--- config.mk ---
export PLATFORM = sky130hd
export DESIGN_NAME = ppc_clock_power
export DESIGN_NICKNAME = d
export VERILOG_FILES = /design/src/logic/ppc_pkg.sv /design/src/logic/ppc_lock_sync.sv /design/src/logic/ppc_clock_power.sv
export SDC_FILE = /design/constraint.sdc
export NUM_CORES = 1
export LEC_CHECK = 0
export ABC_AREA = 1
export BUFFER_PORTS_ARGS = -buffer_cell sky130_fd_sc_hd__clkbuf_2
export CORE_ASPECT_RATIO = 1.5
export CORE_MARGIN = 2
export CORE_UTILIZATION = 45
export CTS_CLUSTER_SIZE = 30
export DETAILED_ROUTE_END_ITERATION = 10
export PLACE_DENSITY = 0.72
export SYNTH_ARGS = -nofsm -noshare
export SYNTH_HDL_FRONTEND = slang
export SYNTH_SLANG_ARGS = --single-unit
--- constraint.sdc ---
create_clock -name clk -period 5.14 [get_ports clk]
set_input_delay 0.514 -clock clk [delete_from_list [all_inputs] [get_ports clk]]
set_output_delay 0.514 -clock clk [all_outputs]
set_load 0.01 [all_outputs]
--- src/logic/ppc_pkg.sv ---
// constants, field layout and types of the pixel clock and power control block
// assumes: registers sit in the crystal clock domain, 32-bit dword access
package ppc_pkg;

   // ------------------------------------------------------------
   // register offsets
   // ------------------------------------------------------------
   localparam logic [15:0] PIX_CTL_OFS    = 16'h7000;
   localparam logic [15:0] PIX_CFG0_OFS   = 16'h7004;
   localparam logic [15:0] PIX_CFG1_OFS   = 16'h7008;
   localparam logic [15:0] SYS_CTL_OFS    = 16'h700c;
   localparam logic [15:0] SYS_CFG0_OFS   = 16'h7010;
   localparam logic [15:0] SYS_CFG1_OFS   = 16'h7014;
   localparam logic [15:0] PM_CTL_OFS     = 16'h7020;
   localparam logic [15:0] SPACE_BASE     = 16'h7000;
   localparam logic [15:0] SPACE_LAST     = 16'h7fff;

   // ------------------------------------------------------------
   // pixel pll control fields and reset values
   // ------------------------------------------------------------
   localparam int GATE_BIT    = 31;
   localparam int LOCK1_BIT   = 5;
   localparam int LOCK0_BIT   = 4;
   localparam int BYPASS1_BIT = 3;
   localparam int BYPASS0_BIT = 2;
   localparam int HOLD1_BIT   = 1;
   localparam int HOLD0_BIT   = 0;
   localparam logic GATE_RST    = 1'b1;
   localparam logic BYPASS1_RST = 1'b1;
   localparam logic BYPASS0_RST = 1'b1;
   localparam logic HOLD1_RST   = 1'b1;
   localparam logic HOLD0_RST   = 1'b1;
   localparam logic LOCK_RST    = 1'b0;

   // ------------------------------------------------------------
   // stage configuration: range 22:20, divq 18:16, divr 12:8, divf 7:0
   // ------------------------------------------------------------
   localparam logic [31:0] CFG_WR_MASK = 32'h0077_1fff;
   localparam logic [31:0] CFG_RST     = 32'h0000_0000;
   localparam logic [31:0] SYS_WR_MASK = 32'hffff_ffff;
   localparam logic [31:0] SYS_RST     = 32'h0000_0000;

   // ------------------------------------------------------------
   // power manager control fields
   // ------------------------------------------------------------
   localparam int          PM_AUTO_BIT    = 0;
   localparam int          PM_SUSP_BIT    = 4;
   localparam int          PM_QUIET_BIT   = 5;
   localparam int          PM_CONF_BIT    = 6;
   localparam logic [31:0] PM_WR_MASK     = 32'h0000_0001;
   localparam logic [31:0] PM_RST         = 32'h0000_0000;

   // lock time software must wait, for reference only
   localparam int LOCK_TIME_US = 100;

   // link power states as reported by the usb core
   typedef enum logic [1:0] {
      PPC_L0, PPC_L1, PPC_L2, PPC_L3
   } ppc_lpm_t;

   typedef enum logic [1:0] {
      PPC_U0, PPC_U1, PPC_U2, PPC_U3
   } ppc_ulink_t;

   // power manager reaction
   typedef enum logic [2:0] {
      PPC_PM_RUN, PPC_PM_IDLE, PPC_PM_SUSPEND, PPC_PM_OFF
   } ppc_pm_t;

endpackage

--- src/logic/ppc_lock_sync.sv ---
// synchroniser with agreement filter for asynchronous level inputs
// assumes: inputs come from outside the clk domain (pll lock detectors)
`timescale 1ns/100ps
module ppc_lock_sync #(
   parameter int WIDTH = 2
) (
   input  wire logic             clk,      // crystal clock
   input  wire logic             sys_rst,  // async reset, high
   input  wire logic [WIDTH-1:0] async_in, // raw level
   output logic      [WIDTH-1:0] sync_out  // filtered level
);

   logic [WIDTH-1:0] meta;
   logic [WIDTH-1:0] stage2;
   logic [WIDTH-1:0] stage3;
   logic [WIDTH-1:0] agree;

   // first flop feeds stage2 only
   assign agree = ~(stage2 ^ stage3);

   always_ff @(posedge clk or posedge sys_rst) begin
      if (sys_rst) begin
         meta     <= '0;
         stage2   <= '0;
         stage3   <= '0;
         sync_out <= '0;
      end else begin
         meta     <= async_in;
         stage2   <= meta;
         stage3   <= stage2;
         sync_out <= (agree & stage3) | (~agree & sync_out);
      end
   end

endmodule

--- src/logic/ppc_clock_power.sv ---
// pixel pll control, stage output steering and link power reaction
// assumes: clk is the crystal clock; csr port driven by the control endpoint
// logic in the same domain; stage clocks come from the analog pll macro
`timescale 1ns/100ps

// Functional notes
// - register bank runs on the crystal clock, usable before any pll runs.
// - decode pixel, system pll and power manager registers at their offsets.
// - 7018h-701Ch and 7024h-7FFFh are reserved, read zero, ignore writes.
// - gate bit set stops pixel derived clocks; cleared restarts them; resets set.
// - bit 5 shows stage 1 lock, zero after reset, asynchronous source.
// - bit 4 shows stage 0 lock, zero after reset, asynchronous source.
// - stage 0 bypass powers stage 0 down, node follows reference input.
// - stage 1 hold powers stage 1 down and drives both outputs low.
// - stage 0 hold powers stage 0 down and drives stage 0 node low.
// - in sleep state L1 no module is powered down.
// - L2 treated as suspend; L3 stops all data signaling.
// - U0 means configured, only after plls and datapath are set up.
// - U1 and U2 take no power action; U3 treated as suspend.
module ppc_clock_power (
   input  wire logic        clk,                       // crystal clock
   input  wire logic        sys_rst,                   // async reset, high
   input  wire logic        csr_rd,                    // read strobe
   input  wire logic        csr_wr,                    // write strobe
   input  wire logic [15:0] csr_addr,                  // byte address
   input  wire logic [31:0] csr_wdata,                 // write data
   output logic      [31:0] csr_rdata,                 // read data
   output logic             csr_ack,                   // access done
   input  wire logic        pixel_reference_clock,     // reference clock
   input  wire logic        stage0_vco_out,            // analog stage 0 out
   input  wire logic        stage1_vco_out,            // analog stage 1 out
   input  wire logic        stage0_lock_raw,           // async lock, stage 0
   input  wire logic        stage1_lock_raw,           // async lock, stage 1
   output logic             stage0_power_down,         // stage 0 off
   output logic             stage1_power_down,         // stage 1 off
   output logic [31:0]      stage0_config,             // divider setup 0
   output logic [31:0]      stage1_config,             // divider setup 1
   output logic [31:0]      system_pll_ctl_out,        // system pll control
   output logic [31:0]      system_cfg0_out,           // system stage 0 setup
   output logic [31:0]      system_cfg1_out,           // system stage 1 setup
   output logic             pixel_stage0_output_node,  // stage 0 node
   output logic             pixel_pll_output,          // gated pll clock
   output logic             pixel_pll_output_inverted, // gated inverted clock
   output logic             pixel_clock_run,           // gate open
   input  wire logic        link_superspeed,           // 1: U states valid
   input  wire logic [1:0]  lpm_state,                 // L0..L3
   input  wire logic [1:0]  u_state,                   // U0..U3
   input  wire logic        datapath_ready,            // datapath set up
   output logic             module_power_down,         // suspend modules
   output logic             signaling_off,             // no data signaling
   output logic             device_configured          // configured state
);

   // ------------------------------------------------------------
   // registers
   // ------------------------------------------------------------
   logic        pixel_clock_gate;
   logic        pixel_stage1_bypass;
   logic        pixel_stage0_bypass;
   logic        pixel_stage1_hold;
   logic        pixel_stage0_hold;
   logic [31:0] pm_ctl;
   logic [1:0]  lock_sync;
   logic        pixel_stage0_locked;
   logic        pixel_stage1_locked;
   ppc_pkg::ppc_pm_t pm_state;
   ppc_pkg::ppc_pm_t next_pm_state;

   // ------------------------------------------------------------
   // address decode
   // ------------------------------------------------------------
   wire hit_pctl  = csr_addr == ppc_pkg::PIX_CTL_OFS;
   wire hit_pcfg0 = csr_addr == ppc_pkg::PIX_CFG0_OFS;
   wire hit_pcfg1 = csr_addr == ppc_pkg::PIX_CFG1_OFS;
   wire hit_sctl  = csr_addr == ppc_pkg::SYS_CTL_OFS;
   wire hit_scfg0 = csr_addr == ppc_pkg::SYS_CFG0_OFS;
   wire hit_scfg1 = csr_addr == ppc_pkg::SYS_CFG1_OFS;
   wire hit_pm    = csr_addr == ppc_pkg::PM_CTL_OFS;
   wire wr_ok     = csr_wr & ~csr_rd;

   function automatic logic [31:0] masked(input logic [31:0] old_v,
                                          input logic [31:0] new_v,
                                          input logic [31:0] mask);
      masked = (new_v & mask) | (old_v & ~mask);
   endfunction

   // ------------------------------------------------------------
   // lock synchroniser
   // ------------------------------------------------------------
   ppc_lock_sync #(
      .WIDTH (2)
   ) ppc_lock_sync_i (
      .clk      (clk),
      .sys_rst  (sys_rst),
      .async_in ({stage1_lock_raw, stage0_lock_raw}),
      .sync_out (lock_sync)
   );

   assign pixel_stage0_locked = lock_sync[0];
   assign pixel_stage1_locked = lock_sync[1];

   // ------------------------------------------------------------
   // pixel control and configuration registers
   // ------------------------------------------------------------
   // whole bank on the crystal clock so it works with both plls off
   always_ff @(posedge clk or posedge sys_rst) begin
      if (sys_rst) begin
         pixel_clock_gate    <= ppc_pkg::GATE_RST;
         pixel_stage1_bypass <= ppc_pkg::BYPASS1_RST;
         pixel_stage0_bypass <= ppc_pkg::BYPASS0_RST;
         pixel_stage1_hold   <= ppc_pkg::HOLD1_RST;
         pixel_stage0_hold   <= ppc_pkg::HOLD0_RST;
      end else if (wr_ok && hit_pctl) begin
         pixel_clock_gate    <= csr_wdata[ppc_pkg::GATE_BIT];
         pixel_stage1_bypass <= csr_wdata[ppc_pkg::BYPASS1_BIT];
         pixel_stage0_bypass <= csr_wdata[ppc_pkg::BYPASS0_BIT];
         pixel_stage1_hold   <= csr_wdata[ppc_pkg::HOLD1_BIT];
         pixel_stage0_hold   <= csr_wdata[ppc_pkg::HOLD0_BIT];
      end
   end

   always_ff @(posedge clk or posedge sys_rst) begin
      if (sys_rst) begin
         stage0_config      <= ppc_pkg::CFG_RST;
         stage1_config      <= ppc_pkg::CFG_RST;
         system_pll_ctl_out <= ppc_pkg::SYS_RST;
         system_cfg0_out    <= ppc_pkg::SYS_RST;
         system_cfg1_out    <= ppc_pkg::SYS_RST;
         pm_ctl             <= ppc_pkg::PM_RST;
      end else if (wr_ok) begin
         if (hit_pcfg0) stage0_config <= masked(stage0_config, csr_wdata, ppc_pkg::CFG_WR_MASK);
         if (hit_pcfg1) stage1_config <= masked(stage1_config, csr_wdata, ppc_pkg::CFG_WR_MASK);
         if (hit_sctl)
            system_pll_ctl_out <= masked(system_pll_ctl_out, csr_wdata, ppc_pkg::SYS_WR_MASK);
         if (hit_scfg0)
            system_cfg0_out <= masked(system_cfg0_out, csr_wdata, ppc_pkg::SYS_WR_MASK);
         if (hit_scfg1)
            system_cfg1_out <= masked(system_cfg1_out, csr_wdata, ppc_pkg::SYS_WR_MASK);
         if (hit_pm) pm_ctl <= masked(pm_ctl, csr_wdata, ppc_pkg::PM_WR_MASK);
      end
   end

   // ------------------------------------------------------------
   // read path
   // ------------------------------------------------------------
   logic [31:0] pctl_view;
   logic [31:0] pm_view;
   logic [31:0] next_rdata;

   always_comb begin
      pctl_view = '0;
      pctl_view[ppc_pkg::GATE_BIT]    = pixel_clock_gate;
      pctl_view[ppc_pkg::LOCK1_BIT]   = pixel_stage1_locked;
      pctl_view[ppc_pkg::LOCK0_BIT]   = pixel_stage0_locked;
      pctl_view[ppc_pkg::BYPASS1_BIT] = pixel_stage1_bypass;
      pctl_view[ppc_pkg::BYPASS0_BIT] = pixel_stage0_bypass;
      pctl_view[ppc_pkg::HOLD1_BIT]   = pixel_stage1_hold;
      pctl_view[ppc_pkg::HOLD0_BIT]   = pixel_stage0_hold;
      pm_view = pm_ctl;
      pm_view[ppc_pkg::PM_SUSP_BIT]  = module_power_down;
      pm_view[ppc_pkg::PM_QUIET_BIT] = signaling_off;
      pm_view[ppc_pkg::PM_CONF_BIT]  = device_configured;
   end

   // reserved and unmapped offsets fall through to zero
   assign next_rdata = hit_pctl  ? pctl_view :
                       hit_pcfg0 ? stage0_config :
                       hit_pcfg1 ? stage1_config :
                       hit_sctl  ? system_pll_ctl_out :
                       hit_scfg0 ? system_cfg0_out :
                       hit_scfg1 ? system_cfg1_out :
                       hit_pm    ? pm_view : '0;

   always_ff @(posedge clk or posedge sys_rst) begin
      if (sys_rst) begin
         csr_rdata <= '0;
         csr_ack   <= 1'b0;
      end else begin
         csr_rdata <= csr_rd ? next_rdata : '0;
         csr_ack   <= csr_rd | csr_wr;
      end
   end

   // ------------------------------------------------------------
   // stage steering
   // ------------------------------------------------------------
   logic stage1_mux;

   assign stage0_power_down = pixel_stage0_hold | pixel_stage0_bypass;
   assign stage1_power_down = pixel_stage1_hold | pixel_stage1_bypass;
   assign pixel_stage0_output_node = pixel_stage0_hold   ? 1'b0 :
                                     pixel_stage0_bypass ? pixel_reference_clock :
                                     stage0_vco_out;
   assign stage1_mux = pixel_stage1_hold   ? 1'b0 :
                       pixel_stage1_bypass ? pixel_stage0_output_node :
                       stage1_vco_out;

   // gate opened only on a low clock phase is the job of the icg cell;
   // this path is the behavioural stand-in and opens on a clk edge in any phase of the gated clock
   always_ff @(posedge clk or posedge sys_rst) begin
      if (sys_rst) pixel_clock_run <= 1'b0;
      else         pixel_clock_run <= ~pixel_clock_gate;
   end

   assign pixel_pll_output          = pixel_clock_run & stage1_mux;
   assign pixel_pll_output_inverted = pixel_clock_run & ~stage1_mux & ~pixel_stage1_hold;

   // ------------------------------------------------------------
   // link power reaction
   // ------------------------------------------------------------
   wire pll_ready = pixel_clock_run & datapath_ready;

   always_comb begin
      next_pm_state = ppc_pkg::PPC_PM_RUN;
      if (link_superspeed) begin
         unique case (ppc_pkg::ppc_ulink_t'(u_state))
            ppc_pkg::PPC_U0: next_pm_state = ppc_pkg::PPC_PM_RUN;
            ppc_pkg::PPC_U1: next_pm_state = ppc_pkg::PPC_PM_IDLE;
            ppc_pkg::PPC_U2: next_pm_state = ppc_pkg::PPC_PM_IDLE;
            ppc_pkg::PPC_U3: next_pm_state = ppc_pkg::PPC_PM_SUSPEND;
         endcase
      end else begin
         unique case (ppc_pkg::ppc_lpm_t'(lpm_state))
            ppc_pkg::PPC_L0: next_pm_state = ppc_pkg::PPC_PM_RUN;
            ppc_pkg::PPC_L1: next_pm_state = ppc_pkg::PPC_PM_IDLE;
            ppc_pkg::PPC_L2: next_pm_state = ppc_pkg::PPC_PM_SUSPEND;
            ppc_pkg::PPC_L3: next_pm_state = ppc_pkg::PPC_PM_OFF;
         endcase
      end
   end

   always_ff @(posedge clk or posedge sys_rst) begin
      if (sys_rst) pm_state <= ppc_pkg::PPC_PM_OFF;
      else         pm_state <= next_pm_state;
   end

   // idle state deliberately powers nothing down: resume must stay short
   always_ff @(posedge clk or posedge sys_rst) begin
      if (sys_rst) begin
         module_power_down <= 1'b0;
         signaling_off     <= 1'b1;
         device_configured <= 1'b0;
      end else begin
         module_power_down <= next_pm_state == ppc_pkg::PPC_PM_SUSPEND;
         signaling_off     <= next_pm_state == ppc_pkg::PPC_PM_OFF;
         device_configured <= next_pm_state == ppc_pkg::PPC_PM_RUN && link_superspeed
                              && pll_ready;
      end
   end

   // ------------------------------------------------------------
   // checks
   // ------------------------------------------------------------
   AST_GATE_STOPS: assert property (@(posedge clk) disable iff (sys_rst)
      $rose(pixel_clock_gate) |=> !pixel_clock_run && !pixel_pll_output)
      else $error("pixel clock not stopped after gate set");

   AST_GATE_RUNS: assert property (@(posedge clk) disable iff (sys_rst)
      (wr_ok && hit_pctl && !csr_wdata[ppc_pkg::GATE_BIT]) |=> ##1 pixel_clock_run)
      else $error("pixel clock not restarted after gate cleared");

   AST_HOLD1_LOW: assert property (@(posedge clk) disable iff (sys_rst)
      pixel_stage1_hold |-> !pixel_pll_output && !pixel_pll_output_inverted && stage1_power_down)
      else $error("outputs not low under stage 1 hold");

   AST_HOLD0_LOW: assert property (@(posedge clk) disable iff (sys_rst)
      pixel_stage0_hold |-> !pixel_stage0_output_node && stage0_power_down)
      else $error("stage 0 node not low under hold");

   AST_BYPASS0_REF: assert property (@(posedge clk) disable iff (sys_rst)
      (pixel_stage0_bypass && !pixel_stage0_hold)
         |-> pixel_stage0_output_node == pixel_reference_clock && stage0_power_down)
      else $error("stage 0 node not following reference");

   AST_BYPASS1_NODE: assert property (@(posedge clk) disable iff (sys_rst)
      (pixel_stage1_bypass && !pixel_stage1_hold && pixel_clock_run)
         |-> pixel_pll_output == pixel_stage0_output_node)
      else $error("output not following stage 0 node");

   AST_LOCK_DELAY: assert property (@(posedge clk) disable iff (sys_rst)
      $rose(pixel_stage0_locked) |-> $past(stage0_lock_raw, 3))
      else $error("lock bit rose without synchronised source");

   AST_RESERVED_ZERO: assert property (@(posedge clk) disable iff (sys_rst)
      (csr_rd && csr_addr >= ppc_pkg::SPACE_BASE && csr_addr <= ppc_pkg::SPACE_LAST
       && !(hit_pctl | hit_pcfg0 | hit_pcfg1 | hit_sctl | hit_scfg0 | hit_scfg1 | hit_pm))
         |=> csr_ack && csr_rdata == 32'h0000_0000)
      else $error("reserved offset returned data");

   AST_SLEEP_NO_PD: assert property (@(posedge clk) disable iff (sys_rst)
      (!link_superspeed && lpm_state == 2'h1) |=> !module_power_down && !signaling_off)
      else $error("modules powered down in sleep");

   AST_U3_SUSPEND: assert property (@(posedge clk) disable iff (sys_rst)
      (link_superspeed && u_state == 2'h3) |=> module_power_down)
      else $error("U3 not handled as suspend");

   AST_CONF_NEEDS_PLL: assert property (@(posedge clk) disable iff (sys_rst)
      device_configured |-> $past(pixel_clock_run) && $past(datapath_ready))
      else $error("configured without plls and datapath ready");

   AST_L3_OFF: assert property (@(posedge clk) disable iff (sys_rst)
      (!link_superspeed && lpm_state == 2'h3)
         |=> pm_state == ppc_pkg::PPC_PM_OFF && signaling_off && !module_power_down)
      else $error("L3 not handled as signaling off");

endmodule

==> flow_summary.yaml <==
place:
  dp_hpwl_um: 16250
  placed_area_um2: 9369
  io_buffers: 238
  gp_congestion: 0.8621
  post-place-cells: 1361
global_routing:
  grt_max_degree: 186
  grt_antenna_before_repair: 0
  grt_pass1_wl_um: 35490
  grt_use_total_pct: 23.79
  grt_pass1_vias: 6680
  overflow: 0
synth:
  syn_area_per_cell_um2: 8.702
  ys_async_sr_fraction_pct: 100.0
  ys_seq_area_share_pct: 55.86
  synth_common_cells: "nand2_1, dfrtp_1, o21ai_0"
  yosys.cell_count.top_type: "nand2_1"
  syn_inst: 954
  synth_ff_type: "dfrtp_1"
  syn_area_um2: 8302
  synth_edf_count: 0
  ys_warn_count: 0
  synth_top_area_cell: "dfrtp_1"
  ys_types: 32
  synth_area_leaders: "dfrtp_1, nand2_1, o21ai_0"
  synth_top_cell_area_share_pct: 53.96
  synth_seq_cells: 185
timing:
  rsz0062_at_grt: "false"
  hold_viol_final: 0
  setup_violations: 0
  maxSlewHeadroom_pct: 22.99
  slew_viol_final: 0
  fmax_mhz: 328.0
  clock_skew_ns: 0.007766
  period_minus_slack_ns: 3.049
  setup_tns_ns: 0
  finalCritPeriodShare_pct: 59.32
  tightest_slew_ns: 1.152
worst_setup_path:
  path_max_fanout: 38
  arrival_ns: 3.37
  cp-end-kind: "flip-flop"
  critical_path_class: "in -> reg"
  start_kind: "primary input"
  required_ns: 5.46
clock_tree:
  cts_sinks: 185
  htree_levels: 4
  cts_tree: "done"
  hold_buffers: 0
  cts_resized: 0
  cts_buffers: 17
  ctsRootBufferMaster: "clkbuf_16"
  clk_pin_slew_ns: 0.07
  cts.path.max_buffers: 2
  post_cts_buffers: 0
  clock_latency_ns: 0.42
finish:
  area_delta_synth_final_pct: 19.77
  nets: 1227
  num_antenna_cells: 0
  fin_area_um2: 9943
  fin_util_pct: 55.19
  drive_gt1_share_pct: 26.04
  final_cells: 1392
  fill_cells: 1710
power:
  power.total_mw: 2.866
  peakVddDrop_uv: 193.2
  p_leak_nw: 5.393
  powerDensity_nw_per_um2: 288.2
detailed_routing:
  vias: 7057
  drtAntennaViolNets: 0
  viasPerCell: 5.070
  first_iter_violations: 436
  drt-pass1-iter-count: 5
  route.final.wire_length_um: 22880
  drc: 0
  wl_per_cell_um: 16.44
floorplan:
  die_area_um2: 19570
  io_pins: 265
  dieHeight_um: 170.4
  die_w_um: 114.9
  rows: 60
  start_util_pct: 46.08
  design.core.area_um2: 18020
flow_run:
  maxCapViolations: 0
run_status:
  status: "finished clean"
min_path:
  hold_path.class: "in -> reg"
-- metal layers --
| layer | part of all wire, % | wire (um) | global-route usage [%] |
|---|---|---|---|
| met4 | 3.9 | 896 | 11.63 |
| met2 | 53 | 12240 | 42.53 |
| met5 | 0 | 0 | 0 |
| met3 | 5.9 | 1340 | 5.377 |
| met1 | 37 | 8407 | 26.25 |
-- stage by stage --
| step | setup WS, ns | hold WS [ns] |
|---|---|---|
| floorplan | 2.252 | 0.3312 |
| global placement | 1.787 | 0.3338 |
| detailed placement | 1.615 | 0.3410 |
| CTS | 2.062 | 0.1711 |
| global route | 1.661 | 0.1709 |
| finish | 2.091 | 0.1894 |
-- worst paths after layout --
path,end,start,slack (ns),depth (start not counted)
max,stage0_config[21],csr_addr[11],2.09,8
min,ppc_lock_sync_i.meta[0],stage0_lock_raw,0.19,1
max reg2reg,csr_rdata[5],signaling_off,3.91,6
min reg2reg,ppc_lock_sync_i.stage2[1],ppc_lock_sync_i.meta[1],0.35,0
max in group asynchronous,stage0_config[16],sys_rst,4.01,3
min in group asynchronous,system_cfg1_out[26],sys_rst,0.25,3
-- report_power, final --
part | internal [mW] | total [mW] | switching (mW) | leakage, nW
clock network | 0.720 | 1.28 | 0.557 | 0.279
logic | 0.0324 | 0.123 | 0.0904 | 2.58
registers | 1.46 | 1.47 | 0.00307 | 2.54
-- logic make-up after synthesis --
logic type | synth area share [%]
simple gates | 20.87
fa+ha+maj | 0.3918
mux | 0.1206
other cells | 0.04517
flops | 55.86
compound gates | 12.89
buf+inv | 9.827
-- worst max-delay path, cell delays in order --
cell,delay [ns]
clkbuf_2,0.08
nor2_1,0.11
nand2_1,0.10
nor2_4,0.51
nand3_2,0.65
inv_2,0.31
nand2_1,0.66
o21ai_0,0.41
-- layout make-up --
class,count,area [um2],area share [%]
multi-input combinational,641,2943,29.60
sequential,185,4637,46.63
timing repair buffer,240,1219,12.26
clock buffer,22,484.2,4.870
tap,217,271.5,2.731
clock inverter,9,90.09,0.9060
inverter,78,299.0,3.007
-- registers in the layout, indices dropped and copies added, names as in the netlist --
name	flops
csr_rdata	32
system_cfg0_out	32
system_cfg1_out	32
system_pll_ctl_out	32
stage0_config	19
stage1_config	19
ppc_lock_sync_i.meta	2
ppc_lock_sync_i.stage2	2
ppc_lock_sync_i.stage3	2
ppc_lock_sync_i.sync_out	2
csr_ack	1
device_configured	1
module_power_down	1
pixel_clock_gate	1
pixel_clock_run	1
pixel_stage0_bypass	1
pixel_stage0_hold	1
pixel_stage1_bypass	1
pixel_stage1_hold	1
pm_ctl	1
signaling_off	1
-- cell usage in the layout (no fill, tap or decap), types with 6 or more instances in the layout --
master / count
a21oi_1: 20
a31oi_1: 12
clkbuf_16: 17
clkbuf_2: 238
conb_1: 26
dfrtp_1: 179
dfstp_2: 6
inv_1: 72
nand2_1: 282
nand3_1: 29
nand4_1: 8
nor2_1: 59
o21ai_0: 110
o21ai_1: 67
Power figures use the tool's default switching activity.
